**config.mk**
```make
export PLATFORM = sky130hd
export DESIGN_NAME = scm_card_uart
export DESIGN_NICKNAME = d
export VERILOG_FILES = /design/src/scm_pkg.sv /design/src/scm_card_uart.sv
export SDC_FILE = /design/constraint.sdc
export NUM_CORES = 1
export LEC_CHECK = 0
export BUFFER_PORTS_ARGS = -buffer_cell sky130_fd_sc_hd__buf_2
export CAP_MARGIN = 20
export CORE_MARGIN = 2
export CORE_UTILIZATION = 46
export CTS_CLUSTER_DIAMETER = 80
export DETAILED_ROUTE_END_ITERATION = 10
export GPL_TIMING_DRIVEN = 1
export PLACE_DENSITY_LB_ADDON = 0.1
export SYNTH_ARGS = -nofsm -noshare
export SYNTH_HDL_FRONTEND = slang
export SYNTH_SLANG_ARGS = --single-unit
```
**constraint.sdc**
```tcl
create_clock -name pclk -period 10.79 [get_ports pclk]
set_input_delay 2.6975 -clock pclk [delete_from_list [all_inputs] [get_ports pclk]]
set_output_delay 2.6975 -clock pclk [all_outputs]
set_load 0.1 [all_outputs]
```
**src/scm_pkg.sv**
```systemverilog
`default_nettype none
package scm_pkg;
  // register indices; byte address is four times the index, low 12 bits decoded
  localparam logic [31:0] SMR_IDX = 32'hffff_fe80;
  localparam logic [31:0] BRR_IDX = 32'hffff_fe82;
  localparam logic [31:0] SCR_IDX = 32'hffff_fe84;
  localparam logic [31:0] TDR_IDX = 32'hffff_fe86;
  localparam logic [31:0] SSR_IDX = 32'hffff_fe88;
  localparam logic [31:0] RDR_IDX = 32'hffff_fe8a;
  localparam logic [31:0] CMR_IDX = 32'hffff_fe8c;

  // serial mode fields
  localparam int SMR_CA = 7;
  localparam int SMR_ODD = 4;
  localparam int SMR_CKS = 0;
  // serial control fields
  localparam int SCR_TE = 5;
  localparam int SCR_RE = 4;
  localparam int SCR_CKE0 = 0;
  // status fields; bits 7..3 are the software-clearable flags
  localparam int SSR_FLAG_LSB = 3;
  localparam int F_TX_EMPTY_FLAG = 4;
  localparam int F_RX_FULL_FLAG = 3;
  localparam int F_OVERRUN_FLAG = 2;
  localparam int F_ERS = 1;
  localparam int F_PER = 0;
  localparam int SSR_TX_END_FLAG = 2;
  // card mode fields
  localparam int CMR_ORDER = 3;
  localparam int CMR_INV = 2;
  localparam int CMR_EN = 0;
  localparam logic [3:0] CMR_WMASK = 4'h d;

  // reset values
  localparam logic [7:0] BRR_RST = 8'hff;
  localparam logic [7:0] TDR_RST = 8'hff;
  localparam logic [7:0] SSR_RST = 8'h84;

  // timing: card clock is 372 per etu, one prescaler tick per card clock half
  localparam int ETU_CARD_CLKS = 372;
  localparam int TICKS_PER_CARD_CLK = 2;
  localparam int HALF_ETU_TICKS = ETU_CARD_CLKS * TICKS_PER_CARD_CLK / 2;
  // times in tenths of an etu, counted from the start bit
  localparam int FRAME_TETU = 100;
  localparam int ERR_START_TETU = 105;
  localparam int ERR_LEN_TETU = 10;
  localparam int RESEND_GAP_TETU = 20;
  localparam int TX_END_FLAG_CA0_TETU = 25;
  localparam int TX_END_FLAG_CA1_TETU = 10;
  // the same times in half etu
  localparam int HE_PAR_SAMPLE = FRAME_TETU / 5 - 2;
  localparam int HE_ERR_START = ERR_START_TETU / 5;
  localparam int HE_ERR_END = (ERR_START_TETU + ERR_LEN_TETU) / 5;
  localparam int HE_ERR_SAMPLE = (ERR_START_TETU + ERR_LEN_TETU / 2) / 5;
  localparam int HE_NEXT = HE_ERR_SAMPLE + RESEND_GAP_TETU / 5;
  localparam int HE_TX_END_FLAG_CA0 = (FRAME_TETU + TX_END_FLAG_CA0_TETU) / 5;
  localparam int HE_TX_END_FLAG_CA1 = (FRAME_TETU + TX_END_FLAG_CA1_TETU) / 5;

  typedef enum logic [1:0] {TX_IDLE = 2'b00, TX_RUN = 2'b01} scm_tx_t;
  typedef enum logic [1:0] {RX_IDLE = 2'b00, RX_RUN = 2'b01, RX_ERR = 2'b11} scm_rx_t;
endpackage
`default_nettype wire

```
**src/scm_card_uart.sv**
```systemverilog
// Function
// - mode-select bit enables card mode, reset zero
// - direction bit picks LSB or MSB first
// - inversion bit inverts data both directions
// - parity bit level never inverted
// - reset and standby clear mode bits
// - reserved mode bits read fixed, unwritable
// - status bit4 sets on low error signal
// - error flag cleared by reset, standby, write0
// - clearing transmit enable keeps error flag
// - no framing check in card mode
// - tx_empty_flag clear or data write clears tx_end_flag
// - tx_end_flag set on reset, standby, te off while error flag clear
// - tx_end_flag 2.5 etu after character, mode0
// - tx_end_flag 1.0 etu after character, mode1
// - flags clear on written zero only
// - reset loads status, bit rate, data values
// - start bit, eight data, one parity
// - parity error drives line low 1 etu
// - resend after error, 2 etu gap
`timescale 1ns/1ps
`default_nettype none
module scm_card_uart #(
  parameter int HALF_ETU_TICKS = scm_pkg::HALF_ETU_TICKS
) (
  input wire logic pclk,
  input wire logic presetn,
  input wire logic psel,
  input wire logic penable,
  input wire logic pwrite,
  input wire logic [31:0] paddr,
  input wire logic [31:0] pwdata,
  output logic [31:0] prdata,
  output logic pready,
  output logic pslverr,
  input wire logic standby,
  input wire logic serial_rx_in,
  output logic serial_tx_out,
  output logic card_clock_out
);
  import scm_pkg::*;

  localparam int PW = $clog2(HALF_ETU_TICKS + 1);

  typedef struct packed {
    logic [7:0] smr;
    logic [7:0] brr;
    logic [7:0] scr;
    logic [7:0] tdr;
    logic [7:0] rdr;
    logic [3:0] cmr;
    logic [4:0] flg;
    logic [4:0] seen;
    logic tx_end_flag;
    logic mpbt;
    logic [14:0] pre;
    logic [PW-1:0] tx_ph;
    logic [PW-1:0] rx_ph;
    scm_tx_t tx_st;
    logic [4:0] tx_h;
    logic tx_err;
    logic [7:0] tsr;
    scm_rx_t rx_st;
    logic [4:0] rx_h;
    logic rx_par;
    logic [7:0] rsr;
    logic [1:0] rsync;
    logic rx_prev;
    logic txd;
    logic sck;
    logic pready;
    logic pslverr;
    logic [31:0] prdata;
  } scm_state_t;

  scm_state_t s;
  scm_state_t next_s;

  function automatic logic hit(input logic [31:0] a, input logic [31:0] idx);
    return (a[11:2] == idx[9:0]) && (a[1:0] == 2'b00);
  endfunction

  // level that the transmitter puts on the line in a given state
  function automatic logic tx_line(input scm_state_t t);
    logic [3:0] k;
    logic b;
    k = t.tx_h[4:1];
    b = 1'b1;
    if (t.tx_st == TX_RUN) begin
      if (k == 4'd0) begin
        b = 1'b0;
      end else if (k <= 4'd8) begin
        b = (t.cmr[CMR_ORDER] ? t.tsr[3'(4'd8 - k)] : t.tsr[3'(k - 4'd1)])
            ^ t.cmr[CMR_INV];
      end else if (k == 4'd9) begin
        b = ^t.tsr ^ t.smr[SMR_ODD];
      end
    end
    return b;
  endfunction

  logic setup, acc, wr, rd, en, te, re, tick, tx_half, rx_half, rxs, fall;
  logic smp_low, tx_end_flag_set, mapped;
  logic [14:0] div;
  logic [7:0] rdata;

  always_comb begin
    next_s = s;
    setup = psel & ~penable;
    acc = psel & penable & s.pready;
    wr = acc & pwrite;
    rd = acc & ~pwrite;
    en = s.cmr[CMR_EN];
    te = s.scr[SCR_TE];
    re = s.scr[SCR_RE];
    smp_low = 1'b0;
    tx_end_flag_set = 1'b0;

    // prescaler: one tick per half card clock
    div = (15'(s.brr) + 15'd1) << {s.smr[SMR_CKS + 1], s.smr[SMR_CKS], 1'b0};
    // compare with >= so a smaller divider written mid-count cannot stall ticks
    tick = (s.pre >= div - 15'd1);
    next_s.pre = tick ? 15'd0 : s.pre + 15'd1;
    tx_half = tick && (s.tx_ph == PW'(HALF_ETU_TICKS - 1));
    rx_half = tick && (s.rx_ph == PW'(HALF_ETU_TICKS - 1));
    if (tick) begin
      next_s.tx_ph = tx_half ? '0 : s.tx_ph + PW'(1);
      next_s.rx_ph = rx_half ? '0 : s.rx_ph + PW'(1);
    end
    next_s.sck = (en && s.scr[SCR_CKE0]) ? (s.sck ^ tick) : 1'b0;

    next_s.rsync = {s.rsync[0], serial_rx_in};
    rxs = s.rsync[1];
    next_s.rx_prev = rxs;
    fall = s.rx_prev & ~rxs;

    // register read mux
    rdata = 8'h00;
    mapped = 1'b1;
    if (hit(paddr, SMR_IDX)) begin
      rdata = s.smr;
    end else if (hit(paddr, BRR_IDX)) begin
      rdata = s.brr;
    end else if (hit(paddr, SCR_IDX)) begin
      rdata = s.scr;
    end else if (hit(paddr, TDR_IDX)) begin
      rdata = s.tdr;
    end else if (hit(paddr, SSR_IDX)) begin
      rdata = {s.flg, s.tx_end_flag, 1'b0, s.mpbt};
    end else if (hit(paddr, RDR_IDX)) begin
      rdata = s.rdr;
    end else if (hit(paddr, CMR_IDX)) begin
      rdata = {4'h0, s.cmr};
    end else begin
      mapped = 1'b0;
    end
    next_s.pready = setup;
    next_s.pslverr = setup & ~mapped;
    if (setup) begin
      next_s.prdata = {24'h00_0000, rdata};
    end

    if (rd && hit(paddr, SSR_IDX)) begin
      next_s.seen = s.seen | s.flg;
    end
    if (wr) begin
      if (hit(paddr, SMR_IDX)) begin
        next_s.smr = pwdata[7:0];
      end
      if (hit(paddr, BRR_IDX)) begin
        next_s.brr = pwdata[7:0];
      end
      if (hit(paddr, SCR_IDX)) begin
        next_s.scr = pwdata[7:0];
      end
      if (hit(paddr, TDR_IDX)) begin
        next_s.tdr = pwdata[7:0];
        next_s.tx_end_flag = 1'b0;
      end
      if (hit(paddr, SSR_IDX)) begin
        for (int i = 0; i < 5; i++) begin
          if (!pwdata[i + SSR_FLAG_LSB] && s.seen[i]) begin
            next_s.flg[i] = 1'b0;
          end
        end
        if (!pwdata[F_TX_EMPTY_FLAG + SSR_FLAG_LSB] && s.seen[F_TX_EMPTY_FLAG]) begin
          next_s.tx_end_flag = 1'b0;
        end
        next_s.mpbt = pwdata[0];
        next_s.seen = 5'b0_0000;
      end
      if (hit(paddr, CMR_IDX)) begin
        next_s.cmr = pwdata[3:0] & CMR_WMASK;
      end
    end

    // transmitter
    if (!te || !en) begin
      next_s.tx_st = TX_IDLE;
      next_s.tx_h = 5'd0;
      next_s.tx_err = 1'b0;
    end else begin
      case (s.tx_st)
        TX_IDLE: begin
          if (!s.flg[F_TX_EMPTY_FLAG] && s.rx_st == RX_IDLE) begin
            next_s.tsr = s.tdr;
            next_s.flg[F_TX_EMPTY_FLAG] = 1'b1;
            next_s.tx_st = TX_RUN;
            next_s.tx_h = 5'd0;
            next_s.tx_ph = '0;
          end
        end
        TX_RUN: begin
          if (tx_half) begin
            next_s.tx_h = s.tx_h + 5'd1;
            if (s.tx_h == 5'(HE_ERR_SAMPLE - 1) && !rxs) begin
              next_s.tx_err = 1'b1;
              smp_low = 1'b1;
            end
            if (s.tx_h == 5'((s.smr[SMR_CA] ? HE_TX_END_FLAG_CA1 : HE_TX_END_FLAG_CA0) - 1)) begin
              tx_end_flag_set = !s.tx_err && !smp_low && s.flg[F_TX_EMPTY_FLAG]
                         && !s.flg[F_ERS];
            end
            if (s.tx_h == 5'(HE_NEXT - 1)) begin
              next_s.tx_h = 5'd0;
              next_s.tx_err = 1'b0;
              if (!s.tx_err) begin
                next_s.tx_st = TX_IDLE;
              end
              // else stays in TX_RUN and resends tsr
            end
          end
        end
        default: next_s.tx_st = TX_IDLE;
      endcase
    end

    // receiver
    if (!re || !en) begin
      next_s.rx_st = RX_IDLE;
    end else begin
      case (s.rx_st)
        RX_IDLE: begin
          if (fall && s.tx_st == TX_IDLE) begin
            next_s.rx_st = RX_RUN;
            next_s.rx_h = 5'd0;
            next_s.rx_ph = '0;
            next_s.rx_par = 1'b0;
          end
        end
        RX_RUN: begin
          if (rx_half) begin
            next_s.rx_h = s.rx_h + 5'd1;
            if (!s.rx_h[0]) begin
              if (s.rx_h == 5'd0) begin
                if (rxs) begin
                  next_s.rx_st = RX_IDLE;
                end
              end else if (s.rx_h < 5'(HE_PAR_SAMPLE)) begin
                next_s.rsr = s.cmr[CMR_ORDER] ? {s.rsr[6:0], rxs}
                                              : {rxs, s.rsr[7:1]};
                next_s.rx_par = s.rx_par ^ rxs;
              end else if ((s.rx_par ^ rxs) == s.smr[SMR_ODD]) begin
                next_s.rx_st = RX_IDLE;
                if (s.flg[F_RX_FULL_FLAG]) begin
                  next_s.flg[F_OVERRUN_FLAG] = 1'b1;
                end else begin
                  next_s.rdr = s.rsr ^ {8{s.cmr[CMR_INV]}};
                  next_s.flg[F_RX_FULL_FLAG] = 1'b1;
                end
              end else begin
                next_s.flg[F_PER] = 1'b1;
                next_s.rx_st = RX_ERR;
              end
            end
          end
        end
        RX_ERR: begin
          if (rx_half) begin
            next_s.rx_h = s.rx_h + 5'd1;
            if (s.rx_h == 5'(HE_ERR_END - 1)) begin
              next_s.rx_st = RX_IDLE;
            end
          end
        end
        default: next_s.rx_st = RX_IDLE;
      endcase
    end

    // hardware sets after software clears
    if (smp_low) begin
      next_s.flg[F_ERS] = 1'b1;
    end
    if (tx_end_flag_set || (!te && !s.flg[F_ERS])) begin
      next_s.tx_end_flag = 1'b1;
    end
    if (standby) begin
      next_s.cmr = s.cmr & ~CMR_WMASK;
      next_s.flg[F_ERS] = 1'b0;
      next_s.tx_end_flag = 1'b1;
      next_s.tx_st = TX_IDLE;
      next_s.tx_err = 1'b0;
      next_s.rx_st = RX_IDLE;
    end

    next_s.txd = tx_line(next_s)
                 & ~(next_s.rx_st == RX_ERR && next_s.rx_h >= 5'(HE_ERR_START));
  end

  always_ff @(posedge pclk or negedge presetn) begin
    if (!presetn) begin
      s <= '0;
      s.brr <= BRR_RST;
      s.tdr <= TDR_RST;
      s.flg <= SSR_RST[7:SSR_FLAG_LSB];
      s.tx_end_flag <= SSR_RST[SSR_TX_END_FLAG];
      s.txd <= 1'b1;
      s.rsync <= 2'b11;
      s.rx_prev <= 1'b1;
    end else begin
      s <= next_s;
    end
  end

  assign prdata = s.prdata;
  assign pready = s.pready;
  assign pslverr = s.pslverr;
  assign serial_tx_out = s.txd;
  assign card_clock_out = s.sck;
endmodule
`default_nettype wire

```
==> impl_metrics.csv, run 1 <==
group,metric,value,unit
synthesis,synth-async-reset-ratio,100.0,%
die,die_h,137.9,um
cells_and_area,multi_input_area,4449,um2
grt,grt_start_max_net_pins,77,
placement,place.gp.congestion,0.8727,
placement,place_ws,4200,ps
synthesis,yosysMostFrequentCell,"dfrtp_1",
cells_and_area,fin_cells,1094,
synthesis,synth_top_area_share,34.27,%
worst_hold_path,hp-start,"next_s[38]$_DFF_PN1_",
cts,cts.sinks,135,
timing,slew_headroom,28.71,%
cells_and_area,antenna_cells,0,
synthesis,synthesis.area_per_instance,9.788,um2
run_status,outcome,"finished clean",
timing,final.setup.tns,0,ps
timing,maxSlewViolCount,0,
placement,portBuffers,38,
synthesis,syn_inst,843,
placement,placed_area,8404,um2
setup_path,r2r-end,"serial_tx_out$_DFF_PN1_",
run,drv_cap,0,
die,start_util,47.38,%
pwr,p_leak,4.017,nW
timing,skew,8.851,ps
timing,fmax,149.8,MHz
placement,dp.cells,1062,
cts,postCtsResizedCells,0,
cts,cts_tree,"built",
timing,worst_slack,4115,ps
grt,grt_busiest_layer,"met2",
cts,insertion_delay,430,ps
setup_path,ff2ff_path_depth,26,
routing,drtAntennaViolNets,0,
die,ioPinCount,107,
timing,hold_viol,0,
cts,htreeDepth,4,
cells_and_area,nFillCells,1597,
synthesis,yosys-top-cells-area,"dfrtp_1 (34%), dfstp_2 (7.0%), mux2_2 (5.5%), ha_1 (4.1%), nor2_1 (3.9%)",
routing,viasPerCell,5.707,
synthesis,seq_area_frac_synth,41.27,%
grt,grt_pass1_wl,31.13,mm
synthesis,synth_enable_flop_cells,0,
routing,wl,19.50,mm
synthesis,yosysTopAreaCell,"dfrtp_1",
cts,clk_transition_reported_paths,60,ps
routing,drc,0,
synthesis,yosysUniqueCellTypes,80,
setup_path,rr_startpoint,"s[144]$_DFFE_PN1P_",
setup_path,ff2ff_setup_slack,4120,ps
cells_and_area,drive_gt1_share,19.33,%
cts,numCtsBuffers,17,
worst_hold_path,holdPathStages,0,
grt,met1_usage,29.96,%
synthesis,synth-seq-cells,135,
cells_and_area,seqCellArea,3406,um2
cts,ctsHoldBuffers,0,
setup_path,worstSetupEndpointType,"flip-flop",
placement,hpwl,14.23,mm
setup_path,critical_path_class,"reg -> reg",
worst_hold_path,hp-class,"reg -> reg",
timing,period_needed,6675,ps
cts,cts_max_path_buffers,2,
routing,dr.pass1.iters,5,
setup_path,cp.arrival,7020,ps
timing,timing.final.crit_share,61.86,%
grt,grtUsageMet3,4.569,%
setup_path,startpoint,"s[144]$_DFFE_PN1P_",
die,rows,48,
grt,grt_pass1_vias,5874,
die,design.core.area,17420,um2
cts,root_buffer,"clkbuf_16",
timing,whs,356.2,ps
cells_and_area,area_growth,8.628,%
setup_path,required,11140,ps
die,die_area,19030,um2
cells_and_area,finish.net_count,954,
timing,setup_viol,0,
grt,overflow,0,
routing,wl_per_cell,17.82,um
setup_path,start_kind,"flip-flop",
synthesis,synth_ff_type,"dfrtp_1",
setup_path,crit_fanout,9,
pwr,finalPower,1.219,mW
timing,tightest_slew,1067,ps
synthesis,yosys-top-cells-count,"dfrtp_1 (113), nor2_1 (86), nand2_1 (60), a21oi_1 (52), o21ai_0 (41)",
synthesis,syn_area,8252,um2
routing,drt-initial-drc-count,534,
cells_and_area,design_area,8964,um2
die,fp.dieW,137.9,um
routing,routed-via-count,6243,
synthesis,yosysWarningCount,0,
grt,grtUsageTotal,21.40,%
cts,cts_setup_buffers,0,
pwr,power_density,136.0,nW/um2
worst_hold_path,min_to,"next_s[36]$_DFF_PN1_",
grt,grt_use_met2,33.69,%
pwr,ir_drop,0.0001056,V
timing,rsz0062_at_grt,"false",
cells_and_area,finish.utilization,51.47,%
grt,antenna_found_initial,1,
==> sequential cells by signal, summed over array words and instances (netlist names) <==
signal	flops
pready	1
serial_tx_out	1
card_clock_out	1
en	1
s	119
re	1
pslverr	1
prdata	8
next_s	2
==> placed cells by master, fill, tap and decap left out, types with 9 or more instances in the layout <==
cell / instances
nand2_1: 60
a21oi_1: 52
mux2i_1: 24
dfrtp_1: 113
clkbuf_16: 17
and3_1: 22
nand3_1: 31
and2_1: 14
mux2_2: 40
conb_1: 25
buf_2: 37
dfstp_2: 22
nand4_1: 9
inv_1: 15
xor2_1: 32
ha_1: 27
xnor2_1: 33
o21ai_0: 41
nor3_1: 12
nor2_1: 86
==> layout make-up <==
type | count | share of cell area, %
Multi-Input combinational cell | 647 | 49.64
Sequential cell | 135 | 38.00
Clock buffer | 21 | 5.248
Tap cell | 225 | 3.141
Timing Repair Buffer | 40 | 2.359
Clock inverter | 11 | 0.9911
Inverter | 15 | 0.6281
==> cell families after synthesis <==
logic type               Yosys count  synth area share (%)
XOR/XNOR                          66                 7.172
AND/OR/NAND/NOR                  297                 19.32
buffers and inverters             85                 5.898
multiplexers                      71                 9.917
flip-flops                       135                 41.27
AO/OA/AOI/OAI                    161                 12.28
adder cells (fa/ha/maj)           27                 4.094
other                              1               0.04545
==> power by group <==
group / internal (mW) / switching [mW] / leakage (nW)
combinational: 0.0276 / 0.106 / 2.00
clock: 0.315 / 0.233 / 0.267
sequential: 0.522 / 0.0152 / 1.75
total: 0.865 / 0.354 / 4.02
==> per-layer routing <==
metal  share of wire (%)  wire length, um  up-vias
li1                    -                -     2981
met1                  47             9198     3088
met2                  47             9261      156
met3                 4.4              853       16
met4                0.88              172        2
met5               0.067               13        -
==> worst max path at each step <==
stage                                   end
CTS                 serial_tx_out$_DFF_PN1_
detailed placement  serial_tx_out$_DFF_PN1_
global route        serial_tx_out$_DFF_PN1_
finish              serial_tx_out$_DFF_PN1_
floorplan           serial_tx_out$_DFF_PN1_
global placement    serial_tx_out$_DFF_PN1_
==> worst max-delay path, cell delays in order (launching register included) <==
cell and delay, ps:
dfstp_2 640, ha_1 260, and4_1 330, nor3_1 120
a21oi_2 220, nor3b_2 250, nand3b_1 140, or3_1 440
nor3b_2 280, and3_1 200, nor2_1 50, ha_1 290
and4_1 240, and2_1 160, a22o_1 210, a21oi_1 250
nor2_1 150, nand2_1 110, nor3_1 40, o21ai_0 400
ha_1 410, mux4_2 560, nor3_1 240, nor4_2 100
a31oi_2 160, xor2_1 120, a211oi_2 240
No activity file was read; power rests on OpenSTA's default activity.
==> run 2: changes to the inputs <==
--- a/config.mk
+++ b/config.mk
@@ -5,6 +5,7 @@
 export SDC_FILE = /design/constraint.sdc
 export NUM_CORES = 1
 export LEC_CHECK = 0
+export ABC_AREA = 1
 export BUFFER_PORTS_ARGS = -buffer_cell sky130_fd_sc_hd__buf_2
 export CAP_MARGIN = 20
 export CORE_MARGIN = 2
==> constraint.sdc (replaced) <==
create_clock -name pclk -period 6.8 [get_ports pclk]
set_input_delay 1.7 -clock pclk [delete_from_list [all_inputs] [get_ports pclk]]
set_output_delay 1.7 -clock pclk [all_outputs]
set_load 0.1 [all_outputs]
==> impl_metrics.csv, run 2 <==
group,metric,value,unit
run_status,outcome,"finished, violations left",
run_status,failed_checks,"design-rule violations",
placement,dp.cells,1338,
placement,place_ws,1330,ps
die,rows,49,
placement,portBuffers,38,
synthesis,yosysWarningCount,0,
grt,grtUsageTotal,21.26,%
cts,insertion_delay,420,ps
setup_path,cp_slowest_cell,"dfstp_2",
cts,numCtsBuffers,17,
timing,skew,10.94,ps
cells_and_area,final_common_cell,"nand2_1",
setup_path,crit_top_cell,"nand2_1",
cells_and_area,nFillCells,1796,
cells_and_area,drive_gt1_share,13.23,%
timing,whs,358.0,ps
worst_hold_path,hp-class,"reg -> reg",
cts,cts.sinks,135,
timing,worst_slack,1297,ps
setup_path,cp.arrival,5850,ps
cells_and_area,area_growth,10.66,%
synthesis,synth_ff_type,"dfrtp_1",
synthesis,yosys-top-cells-area,"dfrtp_1 (33%), nand2_1 (8.2%), inv_1 (7.8%), dfstp_2 (6.8%), nor2_1 (4.3%)",
synthesis,synth-seq-cells,135,
routing,wl_per_cell,14.46,um
grt,grt_pass1_wl,33.49,mm
setup_path,critical_path_class,"reg -> reg",
cts,htreeDepth,4,
grt,grt_start_max_net_pins,89,
pwr,clkPwrFrac,44.8,%
routing,wl,19.81,mm
cells_and_area,finish.net_count,1226,
synthesis,yosys-top-cells-count,"nand2_1 (187), inv_1 (177), dfrtp_1 (113), nor2_1 (98), o21ai_0 (69)",
synthesis,synth-simple-area-share,24.92,%
routing,viasPerCell,5.082,
timing,maxSlewViolCount,0,
cells_and_area,largest_register,"s",
synthesis,synth-async-reset-ratio,100.0,%
placement,place.gp.congestion,0.9250,
pwr,switchingPower,0.6507,mW
grt,antenna_found_initial,0,
synthesis,synth-adder-area-share,3.963,%
routing,routed-via-count,6962,
run,drv_cap,0,
setup_path,required,7140,ps
cts,cts_max_path_buffers,2,
setup_path,ff2ff_path_depth,40,
pwr,power_density,233.7,nW/um2
timing,period_needed,5503,ps
placement,hpwl,14.78,mm
pwr,intPower,1.553,mW
routing,dr.pass1.iters,10,
timing,final.setup.tns,0,ps
setup_path,ff2ff_setup_slack,1300,ps
timing,setup_viol,0,
pwr,p_leak,4.743,nW
routing,drc,4,
cts,clk_transition_reported_paths,60,ps
die,ioPinCount,107,
routing,drt-initial-drc-count,399,
synthesis,synth_xor_area_share,4.286,%
cells_and_area,final_cell_mix,"nand2_1 (187), inv_1 (177), dfrtp_1 (113)",
setup_path,worstSetupEndpointType,"flip-flop",
die,fp.dieW,140.1,um
timing,hold_viol,0,
cts,postCtsResizedCells,0,
worst_hold_path,min_to,"next_s[36]$_DFF_PN1_",
setup_path,slowest_delay,630,ps
pwr,power.share.sequential,40.3,%
synthesis,yosysUniqueCellTypes,54,
setup_path,start_kind,"flip-flop",
synthesis,syn_area,8524,um2
cts,cts_tree,"built",
timing,tightest_slew,817.9,ps
pwr,finalPower,2.204,mW
synthesis,yosysMostFrequentCell,"nand2_1",
die,die_area,19640,um2
cts,ctsHoldBuffers,0,
synthesis,synth_enable_flop_cells,0,
pwr,power.share.switching,29.52,%
synthesis,seq_area_frac_synth,39.95,%
timing,fmax,181.7,MHz
cells_and_area,largest_reg_flops,119,
setup_path,r2r-end,"serial_tx_out$_DFF_PN1_",
synthesis,yosysTopAreaCell,"dfrtp_1",
cts,root_buffer,"clkbuf_16",
timing,timing.final.crit_share,80.93,%
cells_and_area,antenna_cells,0,
worst_hold_path,hp-start,"next_s[38]$_DFF_PN1_",
synthesis,synth_top_family_by_area,"simple AND/OR/NAND/NOR gates",
grt,overflow,0,
synthesis,synth_top_area_share,33.17,%
synthesis,synthesis.area_per_instance,7.821,um2
die,design.core.area,18090,um2
timing,rsz0062_at_grt,"false",
synthesis,synth_compound_area_share,12.21,%
worst_hold_path,holdPathStages,0,
cts,cts_setup_buffers,0,
routing,drtAntennaViolNets,0,
pwr,ir_drop,0.0001647,V
synthesis,syn_inst,1090,
die,start_util,47.13,%
synthesis,muxShareOfSynthArea,2.627,%
timing,slew_headroom,45.47,%
grt,grt_pass1_vias,6646,
cells_and_area,fin_cells,1370,
pwr,comb_power_share,14.9,%
setup_path,crit_fanout,8,
die,die_h,140.1,um
setup_path,rr_startpoint,"s[144]$_DFFE_PN1P_",
-- run 2: cell types whose count changed in the layout (fill, tap and decap cells not counted), sizes merged, moves of 13 or more --
cell / delta
nand3: +37
o21ai: +32
and3: -22
and2: -13
nor2: +21
xnor2: -16
inv: +165
nand2: +149
mux2: -41
-- run 2: worst max path at each step --
| stage | depth (start not counted) | slack (ps) | startpoint | end |
|---|---|---|---|---|
| 3_3_place_gp | 40 | 1330 | s[144]$_DFFE_PN1P_ | serial_tx_out$_DFF_PN1_ |
| 4_1_cts | 40 | 1260 | s[144]$_DFFE_PN1P_ | serial_tx_out$_DFF_PN1_ |
| 3_5_place_dp | 40 | 1330 | s[144]$_DFFE_PN1P_ | serial_tx_out$_DFF_PN1_ |
| 2_1_floorplan | 40 | 2160 | s[144]$_DFFE_PN1P_ | serial_tx_out$_DFF_PN1_ |
| 6_report | 40 | 1300 | s[144]$_DFFE_PN1P_ | serial_tx_out$_DFF_PN1_ |
| 5_1_grt | 36 | 470 | s[144]$_DFFE_PN1P_ | serial_tx_out$_DFF_PN1_ |
-- run 2: final cells by class --
class | count | area, um2 | area share [%]
well taps | 229 | 286.5 | 3.038
repair buffers | 43 | 234.0 | 2.480
clock inverters | 14 | 200.2 | 2.122
multi-input cells | 747 | 4187 | 44.38
clock buffers | 18 | 429.2 | 4.550
inverters | 184 | 690.7 | 7.322
flip-flops and latches | 135 | 3406 | 36.11
-- run 2: cells by family after synthesis --
family | count (synthesis)
and+or+nand+nor | 450
buffers and inverters | 232
AOI/OAI and AO/OA | 183
DFF | 135
xor gates and xnor gates | 40
adders and majority gates | 27
muxes | 22
other | 1
-- run 2: through the flow --
stage | utilization (%) | area (um2)
floorplan | - | 8615
global placement | 48.68 | 8803
detailed placement | 48.68 | 8803
CTS | 52.15 | 9433
global route | 52.15 | 9433
finish | 52.15 | 9433
-- run 2: per-layer routing --
metal / global-route usage, % / wire length (um) / part of all wire [%] / vias to the layer above
met5: 0 / 0 / 0 / -
met4: 5.795 / 255 / 1.3 / 0
met3: 3.761 / 715 / 3.6 / 15
met2: 33.55 / 9026 / 46 / 111
met1: 30.31 / 9812 / 50 / 3259
li1: - / - / - / 3577
-- run 2: critical path, delay by kind of cell (launching register included) --
| family | cells | cell delay (ps) |
|---|---|---|
| buf+inv | 4 | 420 |
| xor+xnor | 2 | 160 |
| compound gates | 4 | 660 |
| simple gates | 27 | 2620 |
| fa+ha+maj | 3 | 930 |
| flops | 1 | 630 |
-- run 2: power groups by stage --
stage,logic (mW),registers [mW],clock network (mW)
after floorplan,0.262,0.895,0
after global placement,0.328,0.902,0
after detailed placement,0.334,0.902,0
after CTS,0.333,0.889,1.01
after global routing,0.374,0.895,1.04
final,0.328,0.889,0.987
==> run 3: changes to the inputs <==
--- a/config.mk
+++ b/config.mk
@@ -5,7 +5,7 @@
 export SDC_FILE = /design/constraint.sdc
 export NUM_CORES = 1
 export LEC_CHECK = 0
-export ABC_AREA = 1
+export ABC_AREA = 0
 export BUFFER_PORTS_ARGS = -buffer_cell sky130_fd_sc_hd__buf_2
 export CAP_MARGIN = 20
 export CORE_MARGIN = 2
==> constraint.sdc (replaced) <==
create_clock -name pclk -period 4.9 [get_ports pclk]
set_input_delay 1.225 -clock pclk [delete_from_list [all_inputs] [get_ports pclk]]
set_output_delay 1.225 -clock pclk [all_outputs]
set_load 0.1 [all_outputs]
==> impl_metrics.csv, run 3 (synthesis gave the netlist of run 1 again) <==
group,metric,value,unit
cells_and_area,largest_reg_flops,119,
cts,numCtsBuffers,17,
setup_path,rr_startpoint,"s[144]$_DFFE_PN1P_",
cts,clk_transition_reported_paths,60,ps
setup_path,worstSetupEndpoint,"serial_tx_out$_DFF_PN1_",
cells_and_area,largest_register,"s",
setup_path,cp_top_family,"simple AND/OR/NAND/NOR gates",
grt,grt_pass1_wl,32.97,mm
cells_and_area,drive_gt1_share,28.71,%
setup_path,critical_path_class,"reg -> reg",
pwr,p_leak,4.480,nW
timing,maxSlewViolCount,0,
cts,insertion_delay,420,ps
cells_and_area,final_common_cell,"dfrtp_1",
pwr,power_density,284.6,nW/um2
routing,dr.pass1.iters,5,
cells_and_area,antenna_cells,0,
cells_and_area,finish.utilization,56.40,%
pwr,comb_power_share,10.7,%
worst_hold_path,hp-class,"reg -> reg",
grt,grtUsageTotal,22.28,%
setup_path,ff2ff_setup_slack,-700,ps
placement,place_ws,-764.9,ps
setup_path,r2r-end,"serial_tx_out$_DFF_PN1_",
pwr,power.share.switching,27.72,%
pwr,intPower,2.021,mW
setup_path,start_kind,"flip-flop",
setup_path,worstSetupEndpointType,"flip-flop",
pwr,ir_drop,0.0002517,V
timing,tightest_slew,873.4,ps
setup_path,cp.buffers_inverters,0,
die,ioPinCount,107,
cts,cts.sinks,135,
routing,drtAntennaViolNets,0,
run_status,outcome,"finished, violations left",
die,start_util,47.38,%
placement,hpwl,14.70,mm
setup_path,required,5240,ps
setup_path,cp.arrival,5940,ps
setup_path,crit_fanout,4,
die,die_area,19030,um2
die,die_h,137.9,um
grt,grt_start_max_net_pins,117,
placement,portBuffers,38,
setup_path,slowest_delay,500,ps
routing,wl,20.51,mm
cts,cts_tree,"built",
cells_and_area,finish.net_count,1036,
placement,place.gp.congestion,0.8942,
routing,drt-initial-drc-count,392,
die,rows,48,
routing,drc,0,
routing,viasPerCell,5.615,
timing,worst_slack,-699.9,ps
setup_path,ff2ff_path_depth,26,
setup_path,worst-path-stages,26,
cts,root_buffer,"clkbuf_16",
setup_path,cp_slowest_cell,"mux4_2",
grt,grt_pass1_vias,6500,
cts,htreeDepth,4,
cells_and_area,seqCellArea,3406,um2
die,design.core.area,17420,um2
die,fp.dieW,137.9,um
cts,cts_max_path_buffers,2,
cells_and_area,nFillCells,1507,
timing,rsz0062_at_grt,"true",
grt,antenna_found_initial,0,
cells_and_area,area_growth,19.04,%
pwr,power.share.sequential,42.3,%
timing,slew_headroom,41.66,%
setup_path,startpoint,"s[144]$_DFFE_PN1P_",
cells_and_area,final_cell_mix,"dfrtp_1 (113), nor2_1 (85), buf_4 (81)",
timing,fmax,178.6,MHz
timing,hold_viol,0,
run_status,failed_checks,"negative setup slack",
cells_and_area,multi_input_area,4616,um2
timing,period_needed,5600,ps
routing,routed-via-count,6603,
pwr,switchingPower,0.7749,mW
timing,timing.final.crit_share,114.3,%
timing,skew,12.27,ps
grt,overflow,0,
timing,setup_viol,10,
routing,wl_per_cell,17.44,um
run,drv_cap,0,
pwr,clkPwrFrac,46.9,%
[run 3: cell types whose count changed in the layout (fill, tap and decap cells not counted), sizes merged, moves of 16 or more]
| cell | previous run | this run |
|---|---|---|
| buf | 43 | 122 |
| inv | 184 | 19 |
| mux2 | 3 | 44 |
| nand2 | 209 | 60 |
| nand3 | 71 | 34 |
| xnor2 | 17 | 33 |
| and3 | 1 | 23 |
| o21ai | 79 | 47 |
| nor2 | 109 | 88 |
[run 3: layer usage]
layer	part of all wire, %	GRT usage [%]	vias to the layer above
li1	-	-	3144
met1	46	29.73	3297
met2	49	36.94	138
met3	3.7	4.496	24
met4	1.3	6.179	0
met5	0	0	-
[run 3: cell type report]
type / instances / share of cell area [%]
clock inverter: 13 / 1.707
tap: 225 / 2.866
inverter: 15 / 0.5732
multi-input combinational: 647 / 46.99
clock buffer: 19 / 4.407
sequential: 135 / 34.67
timing repair buffer: 122 / 8.789
[run 3: worst min path at each step]
stage                                     from                    to  cells past startpoint  slack, ps
after global routing      next_s[38]$_DFF_PN1_  next_s[36]$_DFF_PN1_                      0        360
after floorplan           next_s[38]$_DFF_PN1_  next_s[36]$_DFF_PN1_                      0        350
after global placement    next_s[38]$_DFF_PN1_  next_s[36]$_DFF_PN1_                      0        350
final                     next_s[38]$_DFF_PN1_  next_s[36]$_DFF_PN1_                      0        360
after detailed placement  next_s[38]$_DFF_PN1_  next_s[36]$_DFF_PN1_                      0        350
after CTS                 next_s[38]$_DFF_PN1_  next_s[36]$_DFF_PN1_                      0        360
[run 3: power by group through the flow]
stage / registers, mW / logic [mW] / clock network [mW]
after detailed placement: 1.20 / 0.296 / 0
after CTS: 1.18 / 0.298 / 1.34
after global placement: 1.20 / 0.290 / 0
after floorplan: 1.20 / 0.244 / 0
final: 1.18 / 0.300 / 1.31
after global routing: 1.19 / 0.323 / 1.39
[run 3: worst register-to-register path, cell delays in order, from the launching register on]
cell	delay [ps]
dfstp_2	400
ha_4	180
a311oi_1	420
nor3_4	90
a21oi_2	210
nor3b_4	220
nand3b_1	130
or3_4	410
nor3b_4	250
and3_1	190
nor2_1	50
ha_1	290
and4_4	160
and2_1	150
a22o_1	200
a21oi_2	150
nor2_1	80
nand2_1	100
and2_4	140
o21ai_2	80
ha_4	310
mux4_2	500
nor3_2	210
nor4_2	80
a31oi_4	180
xor2_2	120
a211oi_2	210
[run 3: repair_timing]
item | 4_1_cts | 5_1_grt
gates cloned | 0 | 1
gates resized for setup | 9 | 18
pin swaps | 5 | 7
setup buffers | 2 | 3
hold buffers | 0 | 0
setup endpoints to repair | 18 | 21
[run 3: stage by stage]
step                area, um2  cells  power, mW  TNS [ps]  hold WS [ps]
floorplan                8414    867      1.443    -412.3         345.2
finish                   9823   1176      2.796    -852.9         357.1
global placement         9029   1136      1.492    -708.2         348.3
CTS                      9689   1170      2.822    -727.8         359.0
global route             9823   1176      2.902     -5636         359.9
detailed placement       9029   1136      1.500     -1365         349.5
